### src/include/nsi_map.vh
`ifndef NSI_MAP_VH
`define NSI_MAP_VH
// ==========================================================
// register byte offsets
`define NSI_OFS_CTRL        5'h00
`define NSI_OFS_NET         5'h04
`define NSI_OFS_EVENT       5'h08
`define NSI_OFS_STATUS      5'h0C
// ==========================================================
// control register fields
`define NSI_CTRL_APP        0
`define NSI_CTRL_INST       1
`define NSI_CTRL_ERR        2
`define NSI_CTRL_WDT        3
`define NSI_CTRL_SELF       4
`define NSI_CTRL_LOGI       5
`define NSI_CTRL_BOUND      6
`define NSI_CTRL_RST        7'h00
// network register fields
`define NSI_NET_PASS        0
`define NSI_NET_FAIL        1
`define NSI_NET_RST         2'h0
// event register fields (write only)
`define NSI_EV_ACT          0
`define NSI_EV_HEARD        1
`define NSI_EV_ANN_CLR      2
// ==========================================================
// node address default
`define NSI_ADDR_DFLT       4'h2
// ==========================================================
// timing, in ms unless noted
`define NSI_CLK_HZ          100000000
`define NSI_BLINK_MS        1000
`define NSI_WDT_PER_MS      2500
`define NSI_WDT_ON_MS       100
`define NSI_ACT_MS          50
`define NSI_ADDR_HALF_MS    250
`define NSI_PAUSE_MS        1000
`define NSI_COMM_MS         10000
`endif

### src/nsi_top.v
// Summary of operation
// - service lamp on while service button held
// - lamp off: application loaded and installed
// - lamp steady: no application or run error
// - blink 1 s on/off when not installed
// - brief flash every 2.5 s on watchdog resets
// - health lamp red on failed integrity test
// - health lamp green when test passed, normal
// - health lamp orange while node unbound
// - activity lamp pulses per network communication
// - status lamp blinks 1 s while application runs
// - self-installed: address blinks, pause, repeat
// - relay lamp follows relay one state
// - address from switch positions 1-4, default 0010
// - reset button restarts processor
// - service press during install announces identity
// - position one is msb, position four lsb
// - zero address invalid, no address blinks
// - comm loss red within 10 s, clears
//
// The register offsets and the Avalon-MM interface to the registers were decided locally.
`timescale 1ns/1ps
`include "nsi_map.vh"

module nsi_top
#(
    parameter MS_CYC   = `NSI_CLK_HZ / 1000,
    parameter BLINK_MS = `NSI_BLINK_MS,
    parameter WDT_PER  = `NSI_WDT_PER_MS,
    parameter WDT_ON   = `NSI_WDT_ON_MS,
    parameter ACT_MS   = `NSI_ACT_MS,
    parameter HALF_MS  = `NSI_ADDR_HALF_MS,
    parameter PAUSE_MS = `NSI_PAUSE_MS,
    parameter COMM_MS  = `NSI_COMM_MS
)
(
    input  wire        mclk,
    input  wire        rst_n,
    input  wire [4:0]  avs_address,
    input  wire [3:0]  avs_byteenable,
    input  wire        avs_read,
    input  wire        avs_write,
    input  wire [31:0] avs_writedata,
    output wire [31:0] avs_readdata,
    output wire        avs_waitrequest,
    input  wire        service_pushbutton,
    input  wire        processor_reset_pushbutton,
    input  wire [7:0]  address_switch_bank,
    input  wire        output_relay_one,
    output wire        service_lamp,
    output wire        network_health_red,
    output wire        network_health_green,
    output wire        network_activity_lamp,
    output wire        status_lamp,
    output wire        relay_one_lamp,
    output wire        processor_restart,
    output wire        identity_announce
);

    // ======================================================
    // state encodings
    localparam [4:0] SV_ON    = 5'h01;  // steady on
    localparam [4:0] SV_OFF   = 5'h02;  // dark
    localparam [4:0] SV_BLINK = 5'h04;  // 1 s on, 1 s off
    localparam [4:0] SV_WDT   = 5'h08;  // short flash
    localparam [4:0] SV_HELD  = 5'h10;  // button held
    localparam [2:0] ST_OFF   = 3'h1;   // status dark
    localparam [2:0] ST_RUN   = 3'h2;   // run blink
    localparam [2:0] ST_ADDR  = 3'h4;   // address burst

    // ======================================================
    // registers
    reg        wait_ff;        // avalon waitrequest
    reg [31:0] rdata_ff;       // avalon read data
    reg [6:0]  ctrl_ff;        // software state bits
    reg [1:0]  net_ff;         // integrity test result
    reg [3:0]  addr_ff;        // node address
    reg        svc_d_ff;       // service button last
    reg        rst_d_ff;       // reset button last
    reg        ann_ff;         // sticky announce flag
    reg        ann_p_ff;       // announce pulse
    reg        restart_ff;     // restart pulse
    reg [31:0] pre_ff;         // free-running prescaler
    reg        tick_ff;        // one pulse per ms
    reg [4:0]  sv_mode_ff;     // service lamp mode
    reg [15:0] sv_cnt_ff;      // service pattern ms
    reg [2:0]  st_mode_ff;     // status lamp mode
    reg [15:0] st_cnt_ff;      // status pattern ms
    reg [3:0]  st_idx_ff;      // blinks given so far
    reg [15:0] act_cnt_ff;     // activity remaining ms
    reg [15:0] comm_cnt_ff;    // ms since last heard
    reg        comm_lost_ff;   // bound partner silent
    reg        act_lamp_ff;    // activity lamp drive
    reg        sv_lamp_ff;
    reg        red_ff;
    reg        green_ff;
    reg        st_lamp_ff;
    reg        relay_ff;

    // bus decode
    wire       req  = avs_read | avs_write;
    wire       done = req & ~wait_ff;
    wire       wr   = done & avs_write & avs_byteenable[0];
    wire       w_ct = wr & (avs_address == `NSI_OFS_CTRL);
    wire       w_nt = wr & (avs_address == `NSI_OFS_NET);
    wire       w_ev = wr & (avs_address == `NSI_OFS_EVENT);
    wire       ev_act   = w_ev & avs_writedata[`NSI_EV_ACT];
    wire       ev_heard = w_ev & avs_writedata[`NSI_EV_HEARD];
    wire       ev_clr   = w_ev & avs_writedata[`NSI_EV_ANN_CLR];

    // named control fields
    wire       app   = ctrl_ff[`NSI_CTRL_APP];
    wire       inst  = ctrl_ff[`NSI_CTRL_INST];
    wire       err   = ctrl_ff[`NSI_CTRL_ERR];
    wire       wdt   = ctrl_ff[`NSI_CTRL_WDT];
    wire       selfi = ctrl_ff[`NSI_CTRL_SELF];
    wire       logi  = ctrl_ff[`NSI_CTRL_LOGI];
    wire       bound = ctrl_ff[`NSI_CTRL_BOUND];
    wire       svc_rise = service_pushbutton & ~svc_d_ff;

    // switch positions one..four, position one as msb
    wire [3:0] nxt_addr = {address_switch_bank[0], address_switch_bank[1],
                           address_switch_bank[2], address_switch_bank[3]};

    // ======================================================
    // avalon slave: one wait state on every access
    wire [31:0] nxt_rdata =
        (avs_address == `NSI_OFS_CTRL)   ? {25'h0, ctrl_ff} :
        (avs_address == `NSI_OFS_NET)    ? {30'h0, net_ff}  :
        (avs_address == `NSI_OFS_STATUS) ?
            {22'h0, processor_reset_pushbutton, relay_ff, addr_ff,
             (addr_ff != 4'h0), ann_ff, comm_lost_ff, service_pushbutton} :
        32'h0;  // event and unmapped read zero

    always @(posedge mclk or negedge rst_n)
    begin
        if (!rst_n)
        begin
            wait_ff  <= 1'b1;
            rdata_ff <= 32'h0000_0000;
            ctrl_ff  <= `NSI_CTRL_RST;
            net_ff   <= `NSI_NET_RST;
        end
        else
        begin
            // drop wait one cycle after a request
            wait_ff <= ~(req & wait_ff);
            if (req & wait_ff)
                rdata_ff <= nxt_rdata;
            // writes land at the completing edge
            if (w_ct)
                ctrl_ff <= avs_writedata[6:0];
            if (w_nt)
                net_ff <= avs_writedata[1:0];
        end
    end

    // ======================================================
    // buttons, switches, relay
    always @(posedge mclk or negedge rst_n)
    begin
        if (!rst_n)
        begin
            addr_ff    <= `NSI_ADDR_DFLT;
            svc_d_ff   <= 1'b0;
            rst_d_ff   <= 1'b0;
            ann_ff     <= 1'b0;
            ann_p_ff   <= 1'b0;
            restart_ff <= 1'b0;
            relay_ff   <= 1'b0;
        end
        else
        begin
            addr_ff    <= nxt_addr;
            svc_d_ff   <= service_pushbutton;
            rst_d_ff   <= processor_reset_pushbutton;
            restart_ff <= processor_reset_pushbutton & ~rst_d_ff;
            ann_p_ff   <= svc_rise & logi;
            // set beats clear in the same cycle
            if (svc_rise & logi)
                ann_ff <= 1'b1;
            else if (ev_clr)
                ann_ff <= 1'b0;
            relay_ff   <= output_relay_one;
        end
    end

    // ======================================================
    // free-running ms prescaler
    always @(posedge mclk or negedge rst_n)
    begin
        if (!rst_n)
        begin
            pre_ff  <= 32'h0000_0000;
            tick_ff <= 1'b0;
        end
        else
        begin
            tick_ff <= (pre_ff == MS_CYC - 1);
            if (pre_ff == MS_CYC - 1)
                pre_ff <= 32'h0000_0000;
            else
                pre_ff <= pre_ff + 32'h0000_0001;
        end
    end

    // ======================================================
    // service lamp mode choice, priority order
    reg [4:0] nxt_sv_mode;
    always @*
    begin
        if (service_pushbutton)
            nxt_sv_mode = SV_HELD;
        else if (wdt)
            nxt_sv_mode = SV_WDT;
        else if (!app || err)
            nxt_sv_mode = SV_ON;
        else if (!inst)
            nxt_sv_mode = SV_BLINK;
        else
            nxt_sv_mode = SV_OFF;
    end

    // service pattern counter restarts on mode change
    always @(posedge mclk or negedge rst_n)
    begin
        if (!rst_n)
        begin
            sv_mode_ff <= SV_OFF;
            sv_cnt_ff  <= 16'h0000;
            sv_lamp_ff <= 1'b0;
        end
        else
        begin
            sv_mode_ff <= nxt_sv_mode;
            if (nxt_sv_mode != sv_mode_ff)
                sv_cnt_ff <= 16'h0000;
            else if (tick_ff)
            begin
                if ((sv_mode_ff == SV_WDT && sv_cnt_ff == WDT_PER - 1) ||
                    (sv_mode_ff == SV_BLINK && sv_cnt_ff == 2 * BLINK_MS - 1))
                    sv_cnt_ff <= 16'h0000;
                else
                    sv_cnt_ff <= sv_cnt_ff + 16'h0001;
            end
            case (sv_mode_ff)
                SV_HELD:  sv_lamp_ff <= 1'b1;
                SV_ON:    sv_lamp_ff <= 1'b1;
                SV_OFF:   sv_lamp_ff <= 1'b0;
                SV_BLINK: sv_lamp_ff <= (sv_cnt_ff < BLINK_MS);
                SV_WDT:   sv_lamp_ff <= (sv_cnt_ff < WDT_ON);
                default:  sv_lamp_ff <= 1'b0;
            endcase
        end
    end

    // ======================================================
    // status lamp: run blink or address burst
    reg [2:0] nxt_st_mode;
    always @*
    begin
        if (selfi && addr_ff != 4'h0)
            nxt_st_mode = ST_ADDR;
        else if (selfi)
            nxt_st_mode = ST_OFF;
        else if (app && !err)
            nxt_st_mode = ST_RUN;
        else
            nxt_st_mode = ST_OFF;
    end

    // end of one blink slot or of the pause
    wire st_wrap = (st_mode_ff == ST_RUN) ? (st_cnt_ff == 2 * BLINK_MS - 1) :
                   (st_idx_ff < addr_ff)  ? (st_cnt_ff == 2 * HALF_MS - 1)  :
                                            (st_cnt_ff == PAUSE_MS - 1);

    always @(posedge mclk or negedge rst_n)
    begin
        if (!rst_n)
        begin
            st_mode_ff <= ST_OFF;
            st_cnt_ff  <= 16'h0000;
            st_idx_ff  <= 4'h0;
            st_lamp_ff <= 1'b0;
        end
        else
        begin
            st_mode_ff <= nxt_st_mode;
            // restart burst on mode or address change
            if (nxt_st_mode != st_mode_ff || nxt_addr != addr_ff)
            begin
                st_cnt_ff <= 16'h0000;
                st_idx_ff <= 4'h0;
            end
            else if (tick_ff)
            begin
                if (st_wrap)
                begin
                    st_cnt_ff <= 16'h0000;
                    if (st_mode_ff == ST_ADDR)
                        st_idx_ff <= (st_idx_ff >= addr_ff) ? 4'h0 :
                                     st_idx_ff + 4'h1;
                end
                else
                    st_cnt_ff <= st_cnt_ff + 16'h0001;
            end
            case (st_mode_ff)
                ST_RUN:  st_lamp_ff <= (st_cnt_ff < BLINK_MS);
                ST_ADDR: st_lamp_ff <= (st_idx_ff < addr_ff) &&
                                       (st_cnt_ff < HALF_MS);
                ST_OFF:  st_lamp_ff <= 1'b0;
                default: st_lamp_ff <= 1'b0;
            endcase
        end
    end

    // ======================================================
    // activity pulse and bound-partner supervision
    always @(posedge mclk or negedge rst_n)
    begin
        if (!rst_n)
        begin
            act_cnt_ff   <= 16'h0000;
            act_lamp_ff  <= 1'b0;
            comm_cnt_ff  <= 16'h0000;
            comm_lost_ff <= 1'b0;
        end
        else
        begin
            // each communication retriggers the pulse
            if (ev_act)
            begin
                act_cnt_ff  <= ACT_MS[15:0];
                act_lamp_ff <= 1'b1;
            end
            else if (tick_ff && act_cnt_ff != 16'h0000)
            begin
                act_cnt_ff  <= act_cnt_ff - 16'h0001;
                act_lamp_ff <= (act_cnt_ff != 16'h0001);
            end
            else
                act_lamp_ff <= (act_cnt_ff != 16'h0000);
            // silence timer only runs while bound
            if (ev_heard || !bound)
            begin
                comm_cnt_ff  <= 16'h0000;
                comm_lost_ff <= 1'b0;
            end
            else if (tick_ff)
            begin
                if (comm_cnt_ff == COMM_MS - 1)
                    comm_lost_ff <= 1'b1;
                else
                    comm_cnt_ff <= comm_cnt_ff + 16'h0001;
            end
        end
    end

    // ======================================================
    // network health lamp, red wins, orange is both
    always @(posedge mclk or negedge rst_n)
    begin
        if (!rst_n)
        begin
            red_ff   <= 1'b0;
            green_ff <= 1'b0;
        end
        else if (net_ff[`NSI_NET_FAIL] || comm_lost_ff)
        begin
            red_ff   <= 1'b1;
            green_ff <= 1'b0;
        end
        else if (!bound)
        begin
            red_ff   <= 1'b1;
            green_ff <= 1'b1;
        end
        else
        begin
            red_ff   <= 1'b0;
            green_ff <= net_ff[`NSI_NET_PASS];
        end
    end

    // ======================================================
    // outputs
    assign avs_waitrequest       = wait_ff;
    assign avs_readdata          = rdata_ff;
    assign service_lamp          = sv_lamp_ff;
    assign network_health_red    = red_ff;
    assign network_health_green  = green_ff;
    assign network_activity_lamp = act_lamp_ff;
    assign status_lamp           = st_lamp_ff;
    assign relay_one_lamp        = relay_ff;
    assign processor_restart     = restart_ff;
    assign identity_announce     = ann_p_ff;

endmodule

### config.mk
export PLATFORM = sky130hd
export DESIGN_NAME = nsi_top
export DESIGN_NICKNAME = d
export VERILOG_FILES = /design/src/nsi_top.v
export VERILOG_INCLUDE_DIRS = /design/src /design/src/include
export SDC_FILE = /design/constraint.sdc
export NUM_CORES = 1
export LEC_CHECK = 0
export ABC_AREA = 1
export BUFFER_PORTS_ARGS = -buffer_cell sky130_fd_sc_hd__buf_2
export CORE_AREA = 2 2 134 136
export CTS_BUF_LIST = sky130_fd_sc_hd__clkbuf_8 sky130_fd_sc_hd__clkbuf_16
export DETAILED_ROUTE_END_ITERATION = 7
export DIE_AREA = 0 0 136 138
export PLACE_DENSITY = 0.79
export SETUP_SLACK_MARGIN = 0.2
export SLEW_MARGIN = 0
export SYNTH_ARGS = -nofsm -noshare
export SYNTH_HDL_FRONTEND = slang
export SYNTH_SLANG_ARGS = --single-unit
### constraint.sdc
create_clock -name mclk -period 2.82 [get_ports mclk]
set_clock_uncertainty 0.15 [all_clocks]
set_input_delay 0.141 -clock mclk [delete_from_list [all_inputs] [get_ports mclk]]
set_output_delay 0.141 -clock mclk [all_outputs]
set_load 0.1 [all_outputs]
Yosys cells after proc, flatten, opt, wreduce, memory -nomap -nowiden. Cells that the tools add are included.

Mux-type cells: 42. Order comparisons: 6. Eq/ne operators: 21. Add/sub/neg operators: 6. Reduce and logical (&&, ||, !) cells: 29. Bitwise operators: 18.

Operators with widths (count): $mux 16 (11); $add 16x1->16 const B (3); $add 32x1->32 const B (1); $eq 16x11->1 const B (2); $eq 32x17->1 const B (1); $lt 16x10->1 const B (2); $mux 32 (1); $mux 10 (3); $mux 4 (6); $eq 16x10->1 const B (1); $eq 16x12->1 const B (1); $eq 16x14->1 const B (1); $eq 16x9->1 const B (1); $lt 16x7->1 const B (1); $lt 16x8->1 const B (1); $ne 16x1->1 const B (1); $reduce_bool 16->1 (1); $reduce_bool 2->1 (8); $sub 16x1->16 const B (1); $eq 5x4->1 const B (3); $and 1x1->1 (13); $mux 1 (13); $eq 5x3->1 const B (2); $mux 3 (3); other kinds (25) (41).

Bits in registers: 167. Logic and storage cells: 148. Bits of input ports: 56.

Longest topological paths before layout.
Word-level depth: 9. Gate-level depth with buffers: 14. Mapped depth without buffers: 14.

Least setup slack after synthesis. Ideal clock, no wire load.

Path type: register to register. From: register addr_ff[1]. To: register st_idx_ff[0]. Arrival: 1.836 ns. Path buffers: 0. Path slack: 0.708 ns. Clock period less this slack: 2.112 ns. Cell stages (with the launch flop): 13. Data required time: 2.544 ns. Path through: dfstp_2 inv_1 ha_1 nand2_1 nand2_1 nand2_1 nand2_1 o21bai_1 nand3_1 o21bai_1 nand2_2 nand2_1 o21ai_0.

Cells in the longest elaborated chain, start to end: 7. Elaborated cells between the ends (all ways): 19. Classes of those cells: 2 x order compare; 2 x eq/ne; 8 x mux; 7 x reduce/logical.

Ends and longest elaborated chain: start, declared (RTL line nsi_top.v:77) `reg [3:0] addr_ff;`; start signal, assigned (RTL line nsi_top.v:164) `` addr_ff <= `NSI_ADDR_DFLT; ``; start signal, assigned (RTL line nsi_top.v:174) `addr_ff <= nxt_addr;`; branches (longest 7 deep; another with $ge 4x4->1); end signal, assigned (RTL line nsi_top.v:301) `st_idx_ff <= (st_idx_ff >= addr_ff) ? 4'h0 :`; end, declared (RTL line nsi_top.v:89) `reg [3:0] st_idx_ff;`.

Several ways; the timed one is not identified. The select of a mux whose other input is x is not followed. A chain may end at the register's enable or synchronous reset.

Worst setup path after layout.
From: register act_cnt_ff[0]. To: register act_cnt_ff[12].

Cells in the longest elaborated chain, start to end: 3. Elaborated cells between the ends (all ways): 6. Classes of those cells: 1 x add/sub; 2 x mux; 3 x reduce/logical.

Ends and longest elaborated chain: start, declared (RTL line nsi_top.v:90) `reg [15:0] act_cnt_ff;`; start signal, assigned (RTL line nsi_top.v:333) `act_cnt_ff <= ACT_MS[15:0];`; start signal, assigned (RTL line nsi_top.v:338) `act_cnt_ff <= act_cnt_ff - 16'h0001;`; $sub 16x1->16 or $reduce_bool 16->1 (tied branches) (RTL line nsi_top.v:338, nsi_top.v:336); $mux 16 or $logic_and 1x1->1 (tied branches) (RTL line nsi_top.v:336) `else if (tick_ff && act_cnt_ff != 16'h0000)`; $mux 16 or $reduce_bool 2->1 (tied branches).

Parallel ways exist; a longest one is shown, timed or not. The select of a mux whose other input is x is not followed.

==> impl_metrics.toml <==
[yosys]
synth_top_area_frac = 0.422
ys_ff_latch = 144
ys.flop_type = "dfrtp_1"
synth-edff-count = 0
yosysWarnings = 0
yosysSeqAreaShare = 0.434
synth_top_cell_by_area = "dfrtp_1"
synth_cell_type_count = 54
syn_avg_cell_area_um2 = 7.79
synth.area.top_cells = "dfrtp_1, nand2_1, inv_1"
synth_cells = 1066
synthTopCellsByCount = "nand2_1, inv_1, dfrtp_1, nor2_1, nand3_1"
synthMostInstantiatedCell = "nand2_1"
syn_area_um2 = 8310
async_reset_ff_frac = 1.00

[global_route]
grt_usage = 0.212
grt.busiest_layer = "met2"
met3_usage = 0.0455
gr-usage-met1 = 0.294
antenna_found_initial = 0
grt_use_met2 = 0.331
grt_pass1_vias = 6793
grt_overflow = 0
grt_pass1_wl_um = 32000
grt_start_max_net_pins = 76

[cells_and_area]
seq_area_um2 = 3610
nNetsFinal = 1202
final_layout_size_suffix_gt1_frac = 0.112
antenna_cells = 0
multi_input_area_um2 = 3960
syn2layout_area_growth_pct = 13.9
num-fill-cells = 1640

[detailed_routing]
viasPerCell = 5.19
ant_nets = 0
wl_um = 18600
via_count = 7141
drtIter0Drc = 646
firstDrtPassIters = 7
wl_per_cell_um = 13.5
drc = 0

[hold_path]
holdPathStages = 4
min_from = "avs_address[3]"
whs_endpoint = "net_ff[1]$_DFFE_PN0P_"
hold_class = "in -> reg"

[setup_path]
endpoint_kind = "register"
worstSetupPathType = "reg -> reg"
timing.rr.start = "act_cnt_ff[0]$_DFFE_PN0P_"
crit_required_ns = 2.99
reg2reg_depth = 11
critPathLaunchType = "register"
reg2reg_slack_ns = 0.46
crit_arrival_ns = 2.53
crit_path_max_fanout = 25
regToRegEndpoint = "act_cnt_ff[12]$_DFFE_PN0P_"

[pwr]
power_density_nw_per_um2 = 539
p_leak_nw = 4.43
peakVddDrop_mv = 0.482

[timing]
hold_slack_ns = 0.0227
setup_violations = 0
grt_setup_unrepaired = "no"
hold_viol_final = 0
tightest_slew_ns = 1.19
finalCritPeriodShare = 0.836
max_freq_ghz = 0.424
period_minus_slack_ns = 2.36
slew_headroom = 0.200
slew_violations = 0
finalSetupTns_ns = 0

[cts]
clock_latency_ns = 0.44
cts_tree = "built"
numCtsBuffers = 17
cts_max_level = 4
clockBufferDepth = 2
cts.clk_slew.worst_paths_ns = 0.07
cts_sinks = 144
post_cts_buffers = 0
cts_root_buf = "clkbuf_16"

[floorplanning]
io_pins = 97
die_h_um = 138
start_util = 0.474
fp.dieW_um = 136
die_area_um2 = 18800
core_area_um2 = 17500
rows = 49

[place]
io_buffers = 42
dp_hpwl_um = 13400
gp_congestion = 0.910

[status]
outcome = "finished, final reports clean"

[run]
maxCapViolations = 0
==> layout make-up <==
cell class                 instances  area share
clock buffer                      17      0.0450
timing repair buffer              63      0.0451
clock inverter                    15      0.0172
tap                              229      0.0303
sequential                       144       0.381
multi-input combinational        751       0.419
inverter                         157      0.0623
==> layout by cell type, fill, tap and decap left out, types with 16 or more instances in the layout <==
cell type	synthesis	final
conb_1	1	22
inv_1	152	153
dlygate4sd3_1	0	16
nand3_1	84	84
clkbuf_16	0	17
buf_2	4	41
xor2_1	51	51
dfrtp_1	140	140
o21ai_0	39	39
nand2_1	199	199
a21oi_1	28	28
nand4_1	32	32
nor3_1	37	37
nor2_1	140	140
nor4_1	18	18
==> worst max path at each step <==
stage,from,endpoint
6_report,act_cnt_ff[0]$_DFFE_PN0P_,act_cnt_ff[12]$_DFFE_PN0P_
5_1_grt,act_cnt_ff[0]$_DFFE_PN0P_,act_cnt_ff[2]$_DFFE_PN0P_
4_1_cts,addr_ff[1]$_DFF_PN1_,st_idx_ff[1]$_DFFE_PN0P_
3_5_place_dp,addr_ff[1]$_DFF_PN1_,st_idx_ff[1]$_DFFE_PN0P_
3_3_place_gp,addr_ff[1]$_DFF_PN1_,st_idx_ff[1]$_DFFE_PN0P_
2_1_floorplan,addr_ff[1]$_DFF_PN1_,st_idx_ff[0]$_DFFE_PN0P_
==> worst max-delay path, cell delays in order, from the launching register on <==
cell      delay [ns]
dfrtp_1         0.40
inv_1           0.15
ha_1            0.24
nand2_1         0.13
nor2_1          0.29
nand2_1         0.09
nand2_1         0.14
nand2_2         0.28
nand3b_1        0.21
nand2_1         0.07
nand2_1         0.05
nor2_1          0.04
==> power breakdown <==
| part | total [W] | switching [W] | internal, W |
|---|---|---|---|
| clock network | 0.00226 | 0.000950 | 0.00131 |
| registers | 0.00218 | 0.0000504 | 0.00213 |
| logic | 0.000658 | 0.000539 | 0.000119 |
==> layer usage <==
layer / share of wire / wire length, µm
met1: 0.46 / 8540
met2: 0.48 / 8850
met3: 0.046 / 847
met4: 0.020 / 374
met5: 0 / 0
==> flip-flops by register name, indices dropped and copies added, names as in the netlist, 2 cells and up <==
name / cells
act_cnt_ff: 16
pre_ff: 32
net_ff: 2
avs_readdata: 10
addr_ff: 4
ctrl_ff: 7
comm_cnt_ff: 16
st_idx_ff: 4
st_mode_ff: 3
st_cnt_ff: 16
sv_mode_ff: 5
sv_cnt_ff: 16
==> per-stage QoR <==
step	setup WS (ns)	power [W]	std cells	util	instance area, µm²
detailed placement	0.414	0.00285	1328	0.496	8700
floorplan	0.708	0.00272	1087	-	8380
global route	0.202	0.00529	1376	0.539	9460
finish	0.464	0.00509	1376	0.539	9460
global placement	0.455	0.00285	1328	0.496	8700
CTS	0.369	0.00513	1376	0.539	9450
==> cells by family after synthesis <==
| logic type | after synthesis | share of synthesized area |
|---|---|---|
| other | 1 | 0.000452 |
| adders and majority gates | 12 | 0.0181 |
| DFF | 144 | 0.434 |
| and+or+nand+nor | 547 | 0.304 |
| muxes | 2 | 0.00256 |
| AOI/OAI and AO/OA | 111 | 0.0809 |
| buffers and inverters | 192 | 0.0996 |
| xor gates and xnor gates | 57 | 0.0601 |
==> what timing repair did <==
action / 4_1_cts / 5_1_grt
hold endpoints to repair: 93 / 0
setup endpoints to repair: 0 / 4
resized for setup: 0 / 2
hold buffers: 16 / 0
No activity file was read; power rests on OpenSTA's default activity.
